===== config.mk =====
export PLATFORM = sky130hd
export DESIGN_NAME = ofr_supervisor
export DESIGN_NICKNAME = d
export VERILOG_FILES = /design/src/hdl/ofr_pkg.sv /design/src/hdl/ofr_tick.sv /design/src/hdl/ofr_timer.sv /design/src/hdl/ofr_supervisor.sv
export VERILOG_INCLUDE_DIRS = /design/src /design/src/hdl
export SDC_FILE = /design/constraint.sdc
export NUM_CORES = 1
export LEC_CHECK = 0
export BUFFER_PORTS_ARGS = -buffer_cell sky130_fd_sc_hd__buf_2
export CAP_MARGIN = 20
export CORE_MARGIN = 3
export CORE_UTILIZATION = 55
export CTS_BUF_LIST = sky130_fd_sc_hd__clkbuf_8
export DETAILED_ROUTE_END_ITERATION = 12
export PLACE_DENSITY_LB_ADDON = 0.3
export SYNTH_ARGS = -nofsm -noshare
export SYNTH_HDL_FRONTEND = slang
export SYNTH_HIERARCHICAL = 1
export SYNTH_SLANG_ARGS = --single-unit

===== constraint.sdc =====
create_clock -name clk -period 3.1 [get_ports clk]
set_input_delay 0.465 -clock clk [delete_from_list [all_inputs] [get_ports clk]]
set_output_delay 0.465 -clock clk [all_outputs]
set_load 0.01 [all_outputs]

===== src/hdl/ofr_defs.svh =====
// Constants for the output fault and restart supervisor.
`ifndef OFR_DEFS_SVH
`define OFR_DEFS_SVH

// Bus command codes.
`define OFR_CMD_OPERATION 8'h01
`define OFR_CMD_VOUT 8'h21
`define OFR_CMD_OV_RESP 8'h41
`define OFR_CMD_OC_RESP 8'h47
`define OFR_CMD_OT_RESP 8'h50

// Field positions inside command data.
`define OFR_OPERATION_ON_BIT 7
`define OFR_RESP_LATCH_BIT 6

// Reset setpoint and alarm bit positions.
`define OFR_DEFAULT_SETPOINT 16'h3400
`define OFR_ALARM_OC 0
`define OFR_ALARM_OT 1
`define OFR_ALARM_OV 2
`define OFR_ALARM_INLOW 3

// Time base: one tick per millisecond.
`define OFR_CLK_PERIOD_PS 32'h0000_1388
`define OFR_TICK_PS 32'h3b9a_ca00
`define OFR_TICK_CYCLES (`OFR_TICK_PS / `OFR_CLK_PERIOD_PS)

// Supervisory times in milliseconds, and the overvoltage try limit.
`define OFR_STARTUP_MS 16'h4e20
`define OFR_OC_DELAY_MS 16'h0bb8
`define OFR_OV_RETRY_MS 16'h03e8
`define OFR_OV_WINDOW_MS 16'hea60
`define OFR_OFF_MIN_MS 16'h07d0
`define OFR_AUX_LEAD_MS 16'h01c2
`define OFR_BLINK_MS 16'h01f4
`define OFR_OV_MAX_TRIES 2'h3

// Timer slots.
`define OFR_NUM_TIMERS 5
`define OFR_T_START 0
`define OFR_T_OC 1
`define OFR_T_STATE 2
`define OFR_T_WIN 3
`define OFR_T_OFF 4

`endif


===== src/hdl/ofr_pkg.sv =====
// Types shared by the output fault and restart supervisor.
package ofr_pkg;

   // Main sequencer states, one-hot.
   typedef enum logic [4:0] {
      OFR_ST_OFF = 5'h01,
      OFR_ST_AUX = 5'h02,
      OFR_ST_ON = 5'h04,
      OFR_ST_RETRY = 5'h08,
      OFR_ST_LATCH = 5'h10
   } ofr_state_t;

   typedef logic [15:0] ofr_ms_t;

endpackage


===== src/hdl/ofr_tick.sv =====
// Millisecond tick generator that drives every supervisory timer.
`timescale 1ns/1ps
`default_nettype none
`include "ofr_defs.svh"
module ofr_tick #(
   parameter int unsigned TICK_CYCLES = `OFR_TICK_CYCLES
)(
   input wire logic clk,
   input wire logic rst_b,
   output logic tick
);
   typedef struct packed {
      logic [31:0] cnt;
      logic tick;
   } ofr_tick_s_t;

   ofr_tick_s_t s_ff;
   ofr_tick_s_t nxt_s;

   // Free-running divider; the tick is one clock wide.
   always_comb
   begin
      nxt_s = s_ff;
      nxt_s.tick = 1'b0;
      if (s_ff.cnt >= TICK_CYCLES - 1)
      begin
         nxt_s.cnt = 32'h0;
         nxt_s.tick = 1'b1;
      end
      else
      begin
         nxt_s.cnt = s_ff.cnt + 32'h1;
      end
   end

   always_ff @(posedge clk or negedge rst_b)
   begin
      if (!rst_b)
         s_ff <= '0;
      else
         s_ff <= nxt_s;
   end

   assign tick = s_ff.tick;
endmodule
`default_nettype wire


===== src/hdl/ofr_timer.sv =====
// Millisecond timer that counts while its condition holds.
`timescale 1ns/1ps
`default_nettype none
module ofr_timer (
   input wire logic clk,
   input wire logic rst_b,
   input wire logic tick,
   input wire logic run,
   output ofr_pkg::ofr_ms_t count
);
   import ofr_pkg::*;

   typedef struct packed {
      ofr_ms_t cnt;
   } ofr_timer_s_t;

   ofr_timer_s_t s_ff;
   ofr_timer_s_t nxt_s;

   // Cleared as soon as the condition ends; saturates instead of wrapping.
   always_comb
   begin
      nxt_s = s_ff;
      if (!run)
         nxt_s.cnt = 16'h0;
      else if (tick && s_ff.cnt != 16'hffff)
         nxt_s.cnt = s_ff.cnt + 16'h1;
   end

   always_ff @(posedge clk or negedge rst_b)
   begin
      if (!rst_b)
         s_ff <= '0;
      else
         s_ff <= nxt_s;
   end

   assign count = s_ff.cnt;
endmodule
`default_nettype wire


===== src/hdl/ofr_supervisor.sv =====
// Output fault, restart and indicator supervisor of the rectifier main output.
//
// What this block does
// Without bus control, setpoint follows pin below threshold, else default setpoint.
// Once the bus setpoint command runs, the pin is ignored for good.
// Hold constant current under overload for the startup window, then protect.
// In limit above the low-voltage threshold, blink the output indicator.
// In limit below the low-voltage threshold in restart mode, go hiccup.
// Output indicator steady on while on, off when off or latched.
// Postpone overcurrent shutdown by a fixed delay so loads can shed.
// Output below deep-overload voltage means short: shut down at once.
// Overcurrent and overtemperature auto-restart by default; bus selects per fault.
// With latch-off selected, stay off until a valid restart mechanism.
// After overvoltage, retry up to two times, each after a delay.
// Three failed overvoltage attempts within the window latch the output off.
// Fewer than three overvoltage shutdowns in the window clears the count.
// Cycling the on/off pin off then on restarts a latched unit.
// Bus operation off then on restarts a latched unit.
// Changing fault response from latch-off to restart releases the latch.
// Every restart but the configuration change and the overvoltage retry needs a minimum off time.
// Successful restart clears alarms and sets the restart-succeeded flag.
// Host restarts paralleled units with broadcast off/on or enable toggle.
// Host keeps units off long enough for a synchronized restart.
// Standby rail is up a lead time before the main output regulates.
// Input indicator blinks while input is below the low-line threshold.
// All delays count one time base; each counter clears with its condition.
`timescale 1ns/1ps
`default_nettype none
`include "ofr_defs.svh"
module ofr_supervisor #(
   parameter int unsigned TICK_CYCLES = `OFR_TICK_CYCLES
)(
   input wire logic clk,
   input wire logic rst_b,
   input wire logic cmd_valid,
   input wire logic [7:0] cmd_code,
   input wire logic [15:0] cmd_data,
   input wire logic unit_enable,
   input wire logic prog_pin_below,
   input wire logic [15:0] prog_pin_code,
   input wire logic in_limit,
   input wire logic overcurrent,
   input wire logic overvoltage,
   input wire logic overtemp,
   input wire logic vout_below_low,
   input wire logic vout_below_short,
   input wire logic main_in_reg,
   input wire logic input_low,
   output logic [15:0] output_voltage_setpoint,
   output logic bus_control,
   output logic main_enable,
   output logic standby_rail,
   output logic cc_hold,
   output logic hiccup,
   output logic latched_off,
   output logic restart_ok,
   output logic [3:0] alarm,
   output logic out_led,
   output logic in_led
);
   import ofr_pkg::*;

   typedef struct packed {
      ofr_state_t state;
      logic [15:0] setpoint;
      logic bus_ctl;
      logic op_on;
      logic oc_latch;
      logic ot_latch;
      logic off_ok;
      logic restarting;
      logic retry_ov;
      logic latch_oc;
      logic latch_ot;
      logic [1:0] ov_cnt;
      logic [3:0] alarm;
      logic restart_ok;
      logic hiccup;
      logic cc_hold;
      logic main_en;
      logic standby_en;
      logic out_led;
      logic in_led;
      ofr_ms_t blink_cnt;
      logic blink_ph;
   } ofr_main_s_t;

   // Power-up counts as a full off interval, and the unit starts commanded on.
   localparam ofr_main_s_t ST_RST = '{state: OFR_ST_OFF, setpoint: `OFR_DEFAULT_SETPOINT,
      op_on: 1'b1, off_ok: 1'b1, default: '0};

   ofr_main_s_t s_ff;
   ofr_main_s_t nxt_s;
   logic tick;
   logic [`OFR_NUM_TIMERS-1:0] t_run;
   ofr_ms_t t_cnt [`OFR_NUM_TIMERS];
   logic want_on;
   logic cc_window;

   // Latch-off selection sits in the same bit of the overcurrent and overtemperature response commands.
   function automatic logic resp_latch(input logic [15:0] data);
      resp_latch = data[`OFR_RESP_LATCH_BIT];
   endfunction

   ofr_tick #(
      .TICK_CYCLES(TICK_CYCLES)
   ) u_tick (
      .clk(clk),
      .rst_b(rst_b),
      .tick(tick)
   );

   // Five timers for the supervisory delays, all on the same millisecond tick.
   genvar gi;
   generate
      for (gi = 0; gi < `OFR_NUM_TIMERS; gi++)
      begin : g_tmr
         ofr_timer u_tmr (
            .clk(clk),
            .rst_b(rst_b),
            .tick(tick),
            .run(t_run[gi]),
            .count(t_cnt[gi])
         );
      end
   endgenerate

   // The unit is requested on only when both the pin and the bus agree.
   assign want_on = unit_enable & s_ff.op_on;
   assign cc_window = (t_cnt[`OFR_T_START] < `OFR_STARTUP_MS);

   // Timer run conditions; each timer clears as soon as its condition drops.
   always_comb
   begin
      t_run = '0;
      t_run[`OFR_T_START] = (s_ff.state == OFR_ST_ON);
      t_run[`OFR_T_OC] = (s_ff.state == OFR_ST_ON) && overcurrent && !cc_window;
      // Cleared on every change of state, so the standby lead after a retry counts from zero.
      t_run[`OFR_T_STATE] = ((s_ff.state == OFR_ST_AUX) || (s_ff.state == OFR_ST_RETRY))
         && (nxt_s.state == s_ff.state);
      t_run[`OFR_T_WIN] = (s_ff.ov_cnt != 2'h0);
      t_run[`OFR_T_OFF] = !want_on;
   end

   // Next-state logic for the whole supervisor.
   always_comb
   begin
      nxt_s = s_ff;
      nxt_s.standby_en = 1'b1;
      nxt_s.cc_hold = 1'b0;

      // The pin drives the setpoint only until bus control takes over.
      if (!s_ff.bus_ctl)
         nxt_s.setpoint = prog_pin_below ? prog_pin_code : `OFR_DEFAULT_SETPOINT;

      // Bus commands.
      if (cmd_valid)
      begin
         unique case (cmd_code)
            `OFR_CMD_VOUT:
            begin
               nxt_s.setpoint = cmd_data;
               nxt_s.bus_ctl = 1'b1;
            end
            `OFR_CMD_OPERATION:
               nxt_s.op_on = cmd_data[`OFR_OPERATION_ON_BIT];
            `OFR_CMD_OC_RESP:
               nxt_s.oc_latch = resp_latch(cmd_data);
            `OFR_CMD_OT_RESP:
               nxt_s.ot_latch = resp_latch(cmd_data);
            default:
               nxt_s.op_on = s_ff.op_on;
         endcase
      end

      // A full off interval arms the next restart; cleared when a start begins.
      if (t_cnt[`OFR_T_OFF] >= `OFR_OFF_MIN_MS)
         nxt_s.off_ok = 1'b1;

      // Overvoltage window expiry with fewer than three shutdowns clears the count.
      if (t_cnt[`OFR_T_WIN] >= `OFR_OV_WINDOW_MS && s_ff.ov_cnt < `OFR_OV_MAX_TRIES)
         nxt_s.ov_cnt = 2'h0;

      unique case (s_ff.state)
         OFR_ST_OFF:
         begin
            nxt_s.main_en = 1'b0;
            if (want_on && s_ff.off_ok)
            begin
               nxt_s.state = OFR_ST_AUX;
               nxt_s.off_ok = 1'b0;
            end
         end
         OFR_ST_AUX:
         begin
            // Main output waits while the standby rail leads it.
            if (!want_on)
               nxt_s.state = OFR_ST_OFF;
            else if (t_cnt[`OFR_T_STATE] >= `OFR_AUX_LEAD_MS)
            begin
               nxt_s.state = OFR_ST_ON;
               nxt_s.main_en = 1'b1;
            end
         end
         OFR_ST_ON:
         begin
            nxt_s.cc_hold = in_limit && cc_window;
            // Success clears alarms first so a fault in this cycle still sets.
            if (s_ff.restarting && main_in_reg)
            begin
               nxt_s.alarm = 4'h0;
               nxt_s.restart_ok = 1'b1;
               nxt_s.restarting = 1'b0;
            end
            if (!want_on)
            begin
               nxt_s.state = OFR_ST_OFF;
               nxt_s.main_en = 1'b0;
            end
            else if (overvoltage)
            begin
               nxt_s.main_en = 1'b0;
               nxt_s.alarm[`OFR_ALARM_OV] = 1'b1;
               nxt_s.ov_cnt = s_ff.ov_cnt + 2'h1;
               nxt_s.retry_ov = 1'b1;
               if (s_ff.ov_cnt + 2'h1 >= `OFR_OV_MAX_TRIES)
                  nxt_s.state = OFR_ST_LATCH;
               else
                  nxt_s.state = OFR_ST_RETRY;
            end
            else if (overtemp)
            begin
               nxt_s.main_en = 1'b0;
               nxt_s.alarm[`OFR_ALARM_OT] = 1'b1;
               nxt_s.retry_ov = 1'b0;
               nxt_s.latch_ot = s_ff.ot_latch;
               nxt_s.state = s_ff.ot_latch ? OFR_ST_LATCH : OFR_ST_RETRY;
            end
            else if (in_limit && vout_below_short && !cc_window)
            begin
               // A short skips the overcurrent delay entirely.
               nxt_s.main_en = 1'b0;
               nxt_s.alarm[`OFR_ALARM_OC] = 1'b1;
               nxt_s.retry_ov = 1'b0;
               nxt_s.latch_oc = s_ff.oc_latch;
               nxt_s.state = s_ff.oc_latch ? OFR_ST_LATCH : OFR_ST_RETRY;
            end
            else if (in_limit && vout_below_low && !cc_window && !s_ff.oc_latch)
            begin
               nxt_s.main_en = 1'b0;
               nxt_s.hiccup = 1'b1;
               nxt_s.retry_ov = 1'b0;
               nxt_s.state = OFR_ST_RETRY;
            end
            else if (t_cnt[`OFR_T_OC] >= `OFR_OC_DELAY_MS)
            begin
               nxt_s.main_en = 1'b0;
               nxt_s.alarm[`OFR_ALARM_OC] = 1'b1;
               nxt_s.retry_ov = 1'b0;
               nxt_s.latch_oc = s_ff.oc_latch;
               nxt_s.state = s_ff.oc_latch ? OFR_ST_LATCH : OFR_ST_RETRY;
            end
         end
         OFR_ST_RETRY:
         begin
            // Overvoltage retries wait one second, other faults the off minimum.
            nxt_s.main_en = 1'b0;
            if (!want_on)
            begin
               nxt_s.state = OFR_ST_OFF;
               nxt_s.hiccup = 1'b0;
            end
            else if (t_cnt[`OFR_T_STATE] >= (s_ff.retry_ov ? `OFR_OV_RETRY_MS
                                                            : `OFR_OFF_MIN_MS))
            begin
               nxt_s.state = OFR_ST_AUX;
               nxt_s.restarting = 1'b1;
               nxt_s.hiccup = 1'b0;
               nxt_s.off_ok = 1'b0;
            end
         end
         OFR_ST_LATCH:
         begin
            nxt_s.main_en = 1'b0;
            // Reconfiguring to auto-restart releases the latch with no off wait.
            if ((s_ff.latch_oc && !nxt_s.oc_latch) || (s_ff.latch_ot && !nxt_s.ot_latch))
            begin
               nxt_s.state = OFR_ST_AUX;
               nxt_s.restarting = 1'b1;
               nxt_s.ov_cnt = 2'h0;
               nxt_s.latch_oc = 1'b0;
               nxt_s.latch_ot = 1'b0;
               nxt_s.off_ok = 1'b0;
            end
            else if (want_on && s_ff.off_ok)
            begin
               // Pin or bus was off long enough and is on again.
               nxt_s.state = OFR_ST_AUX;
               nxt_s.restarting = 1'b1;
               nxt_s.ov_cnt = 2'h0;
               nxt_s.latch_oc = 1'b0;
               nxt_s.latch_ot = 1'b0;
               nxt_s.off_ok = 1'b0;
            end
         end
         default:
         begin
            nxt_s.state = OFR_ST_OFF;
            nxt_s.main_en = 1'b0;
         end
      endcase

      // Entering latch-off disarms restart until a fresh off interval.
      if (s_ff.state != OFR_ST_LATCH && nxt_s.state == OFR_ST_LATCH)
         nxt_s.off_ok = 1'b0;

      if (input_low)
         nxt_s.alarm[`OFR_ALARM_INLOW] = 1'b1;

      // Shared blink phase for both indicators.
      if (tick)
      begin
         if (s_ff.blink_cnt >= `OFR_BLINK_MS - 16'h1)
         begin
            nxt_s.blink_cnt = 16'h0;
            nxt_s.blink_ph = !s_ff.blink_ph;
         end
         else
         begin
            nxt_s.blink_cnt = s_ff.blink_cnt + 16'h1;
         end
      end

      // Output indicator follows the state; in_limit above low voltage blinks.
      if (s_ff.state != OFR_ST_ON)
         nxt_s.out_led = 1'b0;
      else if (in_limit && !vout_below_low)
         nxt_s.out_led = s_ff.blink_ph;
      else
         nxt_s.out_led = 1'b1;
      nxt_s.in_led = input_low ? s_ff.blink_ph : 1'b1;
   end

   always_ff @(posedge clk or negedge rst_b)
   begin
      if (!rst_b)
         s_ff <= ST_RST;
      else
         s_ff <= nxt_s;
   end

   // All outputs come straight from the state register.
   assign output_voltage_setpoint = s_ff.setpoint;
   assign bus_control = s_ff.bus_ctl;
   assign main_enable = s_ff.main_en;
   assign standby_rail = s_ff.standby_en;
   assign cc_hold = s_ff.cc_hold;
   assign hiccup = s_ff.hiccup;
   assign latched_off = (s_ff.state == OFR_ST_LATCH);
   assign restart_ok = s_ff.restart_ok;
   assign alarm = s_ff.alarm;
   assign out_led = s_ff.out_led;
   assign in_led = s_ff.in_led;

   // Pin setpoint is taken the cycle after, unless a bus setpoint arrives.
   setpt_pin_a: assert property (@(posedge clk) disable iff (!rst_b)
      !s_ff.bus_ctl && !(cmd_valid && cmd_code == `OFR_CMD_VOUT) |=>
      s_ff.setpoint == ($past(prog_pin_below) ? $past(prog_pin_code) : `OFR_DEFAULT_SETPOINT))
      else $error("setpoint does not follow the programming pin");

   bus_hold_a: assert property (@(posedge clk) disable iff (!rst_b)
      s_ff.bus_ctl && !(cmd_valid && cmd_code == `OFR_CMD_VOUT) |=>
      s_ff.bus_ctl && $stable(s_ff.setpoint))
      else $error("setpoint moved after bus control took over");

   aux_lead_a: assert property (@(posedge clk) disable iff (!rst_b)
      $rose(s_ff.main_en) |-> s_ff.standby_en && $past(t_cnt[`OFR_T_STATE]) >= `OFR_AUX_LEAD_MS)
      else $error("main output enabled before standby lead time");

   led_off_a: assert property (@(posedge clk) disable iff (!rst_b)
      s_ff.state != OFR_ST_ON |=> !s_ff.out_led)
      else $error("output indicator lit while unit not on");

   oc_delay_a: assert property (@(posedge clk) disable iff (!rst_b)
      $rose(s_ff.alarm[`OFR_ALARM_OC]) |->
      $past(vout_below_short && in_limit) || $past(t_cnt[`OFR_T_OC]) >= `OFR_OC_DELAY_MS)
      else $error("overcurrent shutdown before its delay");

   ov_latch_a: assert property (@(posedge clk) disable iff (!rst_b)
      s_ff.state == OFR_ST_ON && want_on && overvoltage && s_ff.ov_cnt == 2'h2 |=>
      s_ff.state == OFR_ST_LATCH ##1 latched_off)
      else $error("third overvoltage did not latch off");

   latch_stay_a: assert property (@(posedge clk) disable iff (!rst_b)
      s_ff.state == OFR_ST_LATCH |=> s_ff.state inside {OFR_ST_LATCH, OFR_ST_AUX} && !s_ff.main_en)
      else $error("latched unit left latch-off improperly");

   restart_ok_a: assert property (@(posedge clk) disable iff (!rst_b)
      $rose(s_ff.restart_ok) |-> $past(main_in_reg) && $past(s_ff.state) == OFR_ST_ON)
      else $error("restart flag set without a successful restart");

   in_blink_a: assert property (@(posedge clk) disable iff (!rst_b)
      !input_low |=> s_ff.in_led)
      else $error("input indicator not steady with good input");
endmodule
`default_nettype wire


==> metrics.md, run 1 <==
| Metric | Value |
|---|---|
| Number of buffers on the longest clock path | `2` |
| Total die area | `18600 um^2` |
| Total GRT Usage | `about 22%` |
| Hold Vio Cnt, Final | `0` |
| Share of flip-flops with an asynchronous set or reset after synthesis | `100%` |
| Final #Nets | `roughly 1100` |
| Filler cell count | `roughly 1400` |
| Vias in the first global route | `7179` |
| Register area share after synthesis | `between 40% and 50%` |
| Iteration-0 DRC count of the detailed router | `550` |
| Slew at the pin closest to its max-slew limit | `around 0.85 ns` |
| Io pins | `82` |
| Number of storage elements in the synthesis netlist | `173` |
| Per-instance average area after synthesis | `~9.6 um^2` |
| Cell area power density | `between 400 and 500 nW/um^2` |
| Post-synth top flop | `sky130_fd_sc_hd__dfrtp_1` |
| EDFF count, synth | `0` |
| Leakage Power | `4.39 nW` |
| CTS Buf Count | `17` |
| Number of standard cells in the layout, taps in and fillers out | `1279` |
| Total number of clock tree sinks | `between 150 and 200` |
| Starting utilization of the core area | `a little under three fifths` |
| Wire length of the first global-routing pass | `33.8 mm` |
| Final worst clock skew | `approximately 0.012 ns` |
| Share of post-route cells with drive strength above 1 | `between 15 and 20%` |
| Final WL | `roughly 20 mm` |
| Sort of element at the end of the critical path | `flip-flop` |
| CTS tree | `built` |
| Core occupancy in the finished layout | `approximately 62%` |
| Launch point of the worst reg-to-reg path | `g_tmr[2].u_tmr/count[12]$_DFFE_PN0P_` |
| Critical-path maximum fanout | `6` |
| Worst hold slack after final layout | `~0.18 ns` |
| Drt first pass iters | `5` |
| Total DRC errors in the routed layout | `0` |
| Count of antenna diodes in the layout | `0` |
| Clock latency reported for the late side of the worst-skew pair | `0.47 ns` |
| Synthesized area | `roughly 9400 um^2` |
| Path type of the worst setup path | `flip-flop to flip-flop` |
| Commonest cells after routing, fill and taps aside | `sky130_fd_sc_hd__dfrtp_1, sky130_fd_sc_hd__a21oi_1, sky130_fd_sc_hd__nand2_1, sky130_fd_sc_hd__buf_2, sky130_fd_sc_hd__nand3_1` |
| Part of the cycle the worst path needs | `83.7%` |
| Yosys top cell by area | `sky130_fd_sc_hd__dfrtp_1` |
| DR vias/cell | `between 6 and 7` |
| Number of core rows | `between 40 and 50` |
| CP Launch Type | `flip-flop` |
| Initial antenna violation count | `0` |
| Post-synthesis to final-layout area growth | `10.1%` |
| Clock root buffer | `sky130_fd_sc_hd__clkbuf_8` |
| Most common cell after layout, fill and taps aside | `sky130_fd_sc_hd__dfrtp_1` |
| Post-synth cell types | `76` |
| Result of the run | `complete, no violations` |
| Area of combinational cells with multiple inputs | `between 4000 and 5000 um^2` |
| Endpoints failing setup | `0` |
| Source of the critical timing path | `g_tmr[2].u_tmr/count[12]$_DFFE_PN0P_` |
| Min-delay src | `input_low` |
| Remaining global-route overflow | `0` |
| Per-cell routed wire length | `15.8 um` |
| Pin count of the biggest net entering global routing | `between 60 and 70` |
| Half-perimeter wire length after placement | `around 14 mm` |
| Crit path required time | `3.48 ns` |
| VDD IR max | `0.000291 V` |
| Highest attainable clock frequency | `a little under 400 MHz` |
| Setup repair after global routing missed its margin | `no` |
| PortBufs | `81` |
| Worst Hold Class | `input port to flip-flop` |
| Via Count | `between 7000 and 8000` |
| Rel. slew slack | `between 40 and 50%` |
| Proportion of netlist area held by the largest area contributor | `between 40% and 50%` |
| Number of placed cells counting well taps | `~1200` |
| H-tree levels | `4` |
| Cells taking the most area after synthesis | `sky130_fd_sc_hd__dfrtp_1, sky130_fd_sc_hd__a21oi_1, sky130_fd_sc_hd__nand2_1` |
| Post-route minimum period | `between 2 and 3 ns` |
| Antenna Violating Nets Remaining | `0` |
| Core region area | `16600 um^2` |
| Setup total negative slack | `0 ns` |
| Register area | `4340 um^2` |
| Number of violations of the max-capacitance limit | `0` |
| Post-Synthesis Cells | `just under 1000` |
| Reg clk slew, reported paths | `0.09 ns` |
| Total count of max-transition violations in the final report | `0` |
| Gp weighted congestion | `0.848` |
| Worst endpoint data arrival time | `just under 3 ns` |
| Width of the die | `around 140 um` |
| Die H | `roughly 140 um` |
| Number of warnings printed during yosys synthesis | `6` |
| Post-CTS Setup Repair Bufs | `0` |
[flip-flops by register name, indices dropped and copies added (netlist names)]
| register | flops |
|---|---|
| restart_ok | 1 |
| g_tmr.u_tmr/count | 80 |
| out_led | 1 |
| output_voltage_setpoint | 16 |
| in_led | 1 |
| u_tick/tick | 1 |
| u_tick/s_ff | 32 |
| cc_hold | 1 |
| standby_rail | 1 |
| alarm | 4 |
| main_enable | 1 |
| hiccup | 1 |
| bus_control | 1 |
| s_ff | 32 |
[critical path: stages, from the launching register on]
cell	delay [ns]
sky130_fd_sc_hd__dfrtp_1	0.42
sky130_fd_sc_hd__or4_1	0.57
sky130_fd_sc_hd__or4_1	0.42
sky130_fd_sc_hd__a21oi_1	0.18
sky130_fd_sc_hd__nand2_1	0.09
sky130_fd_sc_hd__a21oi_1	0.18
sky130_fd_sc_hd__inv_1	0.07
sky130_fd_sc_hd__or4b_1	0.51
sky130_fd_sc_hd__o21ai_0	0.08
[path summary, 6_finish.rpt]
| path | slack, ns | end | cells after the start |
|---|---|---|---|
| min in group asynchronous | 0.53 | g_tmr[1].u_tmr/count[2]$_DFFE_PN0P_ | 2 |
| hold / removal | 0.18 | in_led$_DFF_PN0_ | 2 |
| setup / recovery | 0.51 | g_tmr[2].u_tmr/count[0]$_DFFE_PN0P_ | 8 |
| setup reg to reg | 0.51 | g_tmr[2].u_tmr/count[0]$_DFFE_PN0P_ | 8 |
| hold reg to reg | 0.47 | restart_ok$_DFFE_PN0P_ | 1 |
| max in group asynchronous | 1.81 | s_ff[55]$_DFF_PN1_ | 3 |
[cells by family (layout without fill, tap and decap cells)]
logic type	count (synthesis)	count (layout)	synth area share [%]
adders and majority gates	14	14	1.87
xor gates and xnor gates	19	19	1.78
buffers and inverters	88	156	4.95
muxes	16	16	1.74
and+or+nand+nor	415	415	26.0
DFF	173	173	46.4
other	2	15	0.0803
AOI/OAI and AO/OA	251	251	17.2
[synth_stat cells, drive strengths merged, types with 4 or more instances]
master,number
nor3,31
ha,14
a22oi,17
nand3,55
nor2b,8
buf,39
or4b,6
and2,5
o41ai,6
xnor2,9
or3,24
a21o,4
nand2b,6
nor2,52
inv,33
a41oi,6
xor2,10
mux2i,14
o21ai,46
dfrtp,167
a21oi,100
or4,36
nor4,15
clkbuf,16
o31ai,34
o311ai,5
a31oi,6
nand4,33
nand2,85
or2,7
and3,28
o21a,4
dfstp,6
and4,12
[what timing repair did]
action / in CTS / in global routing
gates resized for setup: 0 / 0
hold buffers: 1 / 0
hold endpoints to repair: 55 / 0
[routing by layer]
metal  global-route usage [%]  routed length (um)
met4                     8.62                 468
met2                     35.1                9590
met3                     4.59                 862
met5                        0                   0
met1                     30.5                9260
[per-stage QoR]
stage	total power [mW]	area, um^2	worst slack, ns
after floorplan	2.81	9400	0.452
after global placement	2.95	9840	0.461
after detailed placement	2.97	9840	0.390
after CTS	4.75	10300	0.528
after global routing	4.91	10300	0.327
final	4.69	10300	0.506
[cell type report]
| type | count | share of cell area, % |
|---|---|---|
| clock buffer | 17 | 2.27 |
| clock inverter | 15 | 2.02 |
| inverter | 33 | 1.20 |
| multi-input combinational | 730 | 44.7 |
| sequential | 173 | 42.1 |
| tap | 220 | 2.67 |
| timing repair buffer | 91 | 5.00 |
[power breakdown]
part,internal (mW),switching [mW]
logic,0.173,0.210
clock network,0.893,0.874
registers,2.39,0.148
total,3.46,1.23
No activity file was read; power rests on OpenSTA's default activity.
==> run 2: changes to the inputs <==
==> constraint.sdc (replaced) <==
create_clock -name clk -period 2.1 [get_ports clk]
set_input_delay 0.315 -clock clk [delete_from_list [all_inputs] [get_ports clk]]
set_output_delay 0.315 -clock clk [all_outputs]
set_load 0.01 [all_outputs]
==> metrics.md, run 2 (same netlist as run 1, synthesis figures left out) <==
| Metric | Value |
|---|---|
| Minimum setup slack after placement | `-0.415 ns (-0.805 ns)` |
| Cell type of the slowest stage on the worst timing path | `sky130_fd_sc_hd__or4_4` |
| Worst Hold Class | `input port to flip-flop` |
| Final #Nets | `1191 (+7.0%)` |
| Fin area | `11100 um^2 (+8.1%)` |
| Count of antenna diodes in the layout | `0 (unchanged)` |
| Antenna Violating Nets Remaining | `0 (unchanged)` |
| CP Launch Type | `flip-flop` |
| Total die area | `18600 um^2 (unchanged)` |
| Total count of max-transition violations in the final report | `0 (unchanged)` |
| Io pins | `82 (unchanged)` |
| Gp weighted congestion | `0.863 (+1.8%)` |
| Crit path required time | `2.50 ns (-0.98 ns)` |
| Number of violations of the max-capacitance limit | `0 (unchanged)` |
| Longest individual stage delay on the worst path | `0.54 ns (-0.03 ns)` |
| Half-perimeter wire length after placement | `15.2 mm (+8.1%)` |
| Core region area | `16600 um^2 (unchanged)` |
| Slew at the pin closest to its max-slew limit | `0.863 ns (+0.0162 ns)` |
| Commonest cells after routing, fill and taps aside | `sky130_fd_sc_hd__dfrtp_1, sky130_fd_sc_hd__nand2_1, sky130_fd_sc_hd__buf_2, sky130_fd_sc_hd__a21oi_1, sky130_fd_sc_hd__buf_4` |
| Total number of clock tree sinks | `173 (unchanged)` |
| Number of flip-flops in the largest register | `80 (unchanged)` |
| Cell count of the worst reg-to-reg path | `8 (unchanged)` |
| Critical-path maximum fanout | `2 (-4)` |
| Post-synthesis to final-layout area growth | `19.0%` |
| Via Count | `8197 (+6.2%)` |
| Hold Vio Cnt, Final | `0 (unchanged)` |
| Clock root buffer | `sky130_fd_sc_hd__clkbuf_8` |
| Hold Path Cell Cnt | `3 (+1)` |
| Worst reg2reg setup slack | `-0.38 ns (-0.89 ns)` |
| DR vias/cell | `6.04 (about the same)` |
| Setup total negative slack | `-4.83 ns (-4.83 ns)` |
| CTS tree | `built` |
| Remaining global-route overflow | `0 (unchanged)` |
| Total DRC errors in the routed layout | `0 (unchanged)` |
| Placement Cell Area | `10400 um^2 (+5.5%)` |
| Total GRT Usage | `23.8% (+1.5 points)` |
| Highest attainable clock frequency | `403 MHz (+4.5%)` |
| Vias in the first global route | `7585 (+5.7%)` |
| CTS Buf Count | `17 (unchanged)` |
| Reg clk slew, reported paths | `0.10 ns (about the same)` |
| Width of the die | `136 um (unchanged)` |
| Total power draw | `6.70 mW (+43%)` |
| Number of placed cells counting well taps | `1310 (+5.1%)` |
| Pin count of the biggest net entering global routing | `56 (-8.2%)` |
| Endpoints failing setup | `18 (+18)` |
| Endpoint of the most critical register-to-register path | `g_tmr[2].u_tmr/count[0]$_DFFE_PN0P_` |
| Path type of the worst setup path | `flip-flop to flip-flop` |
| H-tree levels | `4 (unchanged)` |
| Min-delay src | `cmd_data[13]` |
| Number of core rows | `47 (unchanged)` |
| Per-cell routed wire length | `16.6 um (+4.9%)` |
| Cell-by-cell trace of the critical path | `or4_4 -> or4_4 -> a21oi_4 -> nand2_2 -> a21oi_4 -> inv_2 -> or4b_4 -> o21ai_2` |
| Setup repair after global routing missed its margin | `yes` |
| Starting utilization of the core area | `56.4% (unchanged)` |
| VDD IR max | `0.000504 V (+73%)` |
| Part of the cycle the worst path needs | `118% (+35 points)` |
| Result of the run | `finished with violations` |
| Worst Hold Endpoint | `output_voltage_setpoint[13]$_DFF_PN1_` |
| Number of buffers on the longest clock path | `2 (unchanged)` |
| Cell area power density | `602 nW/um^2 (+32%)` |
| Initial antenna violation count | `0 (unchanged)` |
| Final WL | `22.5 mm (+11%)` |
| Post-route minimum period | `2.48 ns (-0.111 ns)` |
| Worst hold slack after final layout | `0.0507 ns (-0.129 ns)` |
| Most common cell after layout, fill and taps aside | `sky130_fd_sc_hd__dfrtp_1` |
| PortBufs | `81 (unchanged)` |
| Iteration-0 DRC count of the detailed router | `674 (+23%)` |
| Filler cell count | `1309 (-8.8%)` |
| Die H | `136 um (unchanged)` |
| Final worst clock skew | `0.0154 ns (+0.00294 ns)` |
| Sort of element at the end of the critical path | `flip-flop` |
| Post-route setup slack | `-0.383 ns (-0.889 ns)` |
| Share of post-route cells with drive strength above 1 | `24.5% (+8.9 points)` |
| Launch point of the worst reg-to-reg path | `g_tmr[2].u_tmr/count[12]$_DFFE_PN0P_` |
| Core occupancy in the finished layout | `67.1% (+5.0 points)` |
| Leakage Power | `4.86 nW (+11%)` |
| Drt first pass iters | `6 (+1)` |
| Number of standard cells in the layout, taps in and fillers out | `1357 (+6.1%)` |
| Wire length of the first global-routing pass | `35.9 mm (+6.4%)` |
| Clock latency reported for the late side of the worst-skew pair | `0.48 ns (about the same)` |
| Worst endpoint data arrival time | `2.89 ns (-0.09 ns)` |
| Violations in the final reports | `setup timing` |
| Rel. slew slack | `42.4% (-1.1 points)` |
## run 2: cell count changes in the layout (fill, tap and decap cells not counted), moves of 4 or more
cell                        change
sky130_fd_sc_hd__buf_4         +69
sky130_fd_sc_hd__a21oi_1       -13
sky130_fd_sc_hd__a21oi_2       +11
sky130_fd_sc_hd__buf_6          +4
sky130_fd_sc_hd__bufinv_16      -4
sky130_fd_sc_hd__clkinv_8       +4
## run 2: layout make-up
type | instances | area (um^2) | area share, %
Clock inverter | 15 | 166 | 1.50
Inverter | 33 | 124 | 1.11
Sequential cell | 173 | 4340 | 39.0
Clock buffer | 17 | 234 | 2.10
Timing Repair Buffer | 169 | 1160 | 10.4
Tap cell | 220 | 275 | 2.47
Multi-Input combinational cell | 730 | 4830 | 43.4
## run 2: how the worst max path moves through the flow
| stage | startpoint | to | slack (ns) | cells past startpoint |
|---|---|---|---|---|
| after global placement | g_tmr[2].u_tmr/count[12]$_DFFE_PN0P_ | g_tmr[2].u_tmr/count[0]$_DFFE_PN0P_ | -0.33 | 8 |
| after global routing | g_tmr[2].u_tmr/count[11]$_DFFE_PN0P_ | s_ff[57]$_DFF_PN0_ | -0.46 | 12 |
| final | g_tmr[2].u_tmr/count[12]$_DFFE_PN0P_ | g_tmr[2].u_tmr/count[0]$_DFFE_PN0P_ | -0.38 | 8 |
| after detailed placement | g_tmr[2].u_tmr/count[12]$_DFFE_PN0P_ | g_tmr[2].u_tmr/count[0]$_DFFE_PN0P_ | -0.41 | 8 |
| after CTS | g_tmr[2].u_tmr/count[12]$_DFFE_PN0P_ | g_tmr[2].u_tmr/count[0]$_DFFE_PN0P_ | -0.36 | 8 |
| after floorplan | g_tmr[2].u_tmr/count[12]$_DFFE_PN0P_ | g_tmr[2].u_tmr/count[0]$_DFFE_PN0P_ | -0.38 | 8 |
## run 2: what timing repair did
item / 4_1_cts / 5_1_grt
hold buffers: 2 / 0
setup endpoints to repair: 19 / 25
cloned: 0 / 0
hold endpoints to repair: 44 / 0
gates resized for setup: 32 / 13
pin swaps: 14 / 2
buffers inserted: 13 / 3
## run 2: critical path: cells and delay by family, from the launching register on
kind                   cells  cell delay (ns)
and+or+nand+nor            4             1.58
AOI/OAI and AO/OA          3             0.39
DFF                        1             0.39
buffers and inverters      1             0.06
## run 2: metal layers
layer	vias to the layer above	routed length [um]	track usage, %
met5	-	0	0
met4	0	391	7.11
met3	32	942	4.74
met2	208	11200	39.2
met1	4019	9950	32.0
li1	3938	-	-
## run 2: where the power goes
part | internal [mW] | switching, mW | total [mW]
clock | 0.901 | 1.44 | 2.34
sequential | 3.53 | 0.218 | 3.75
combinational | 0.273 | 0.333 | 0.606
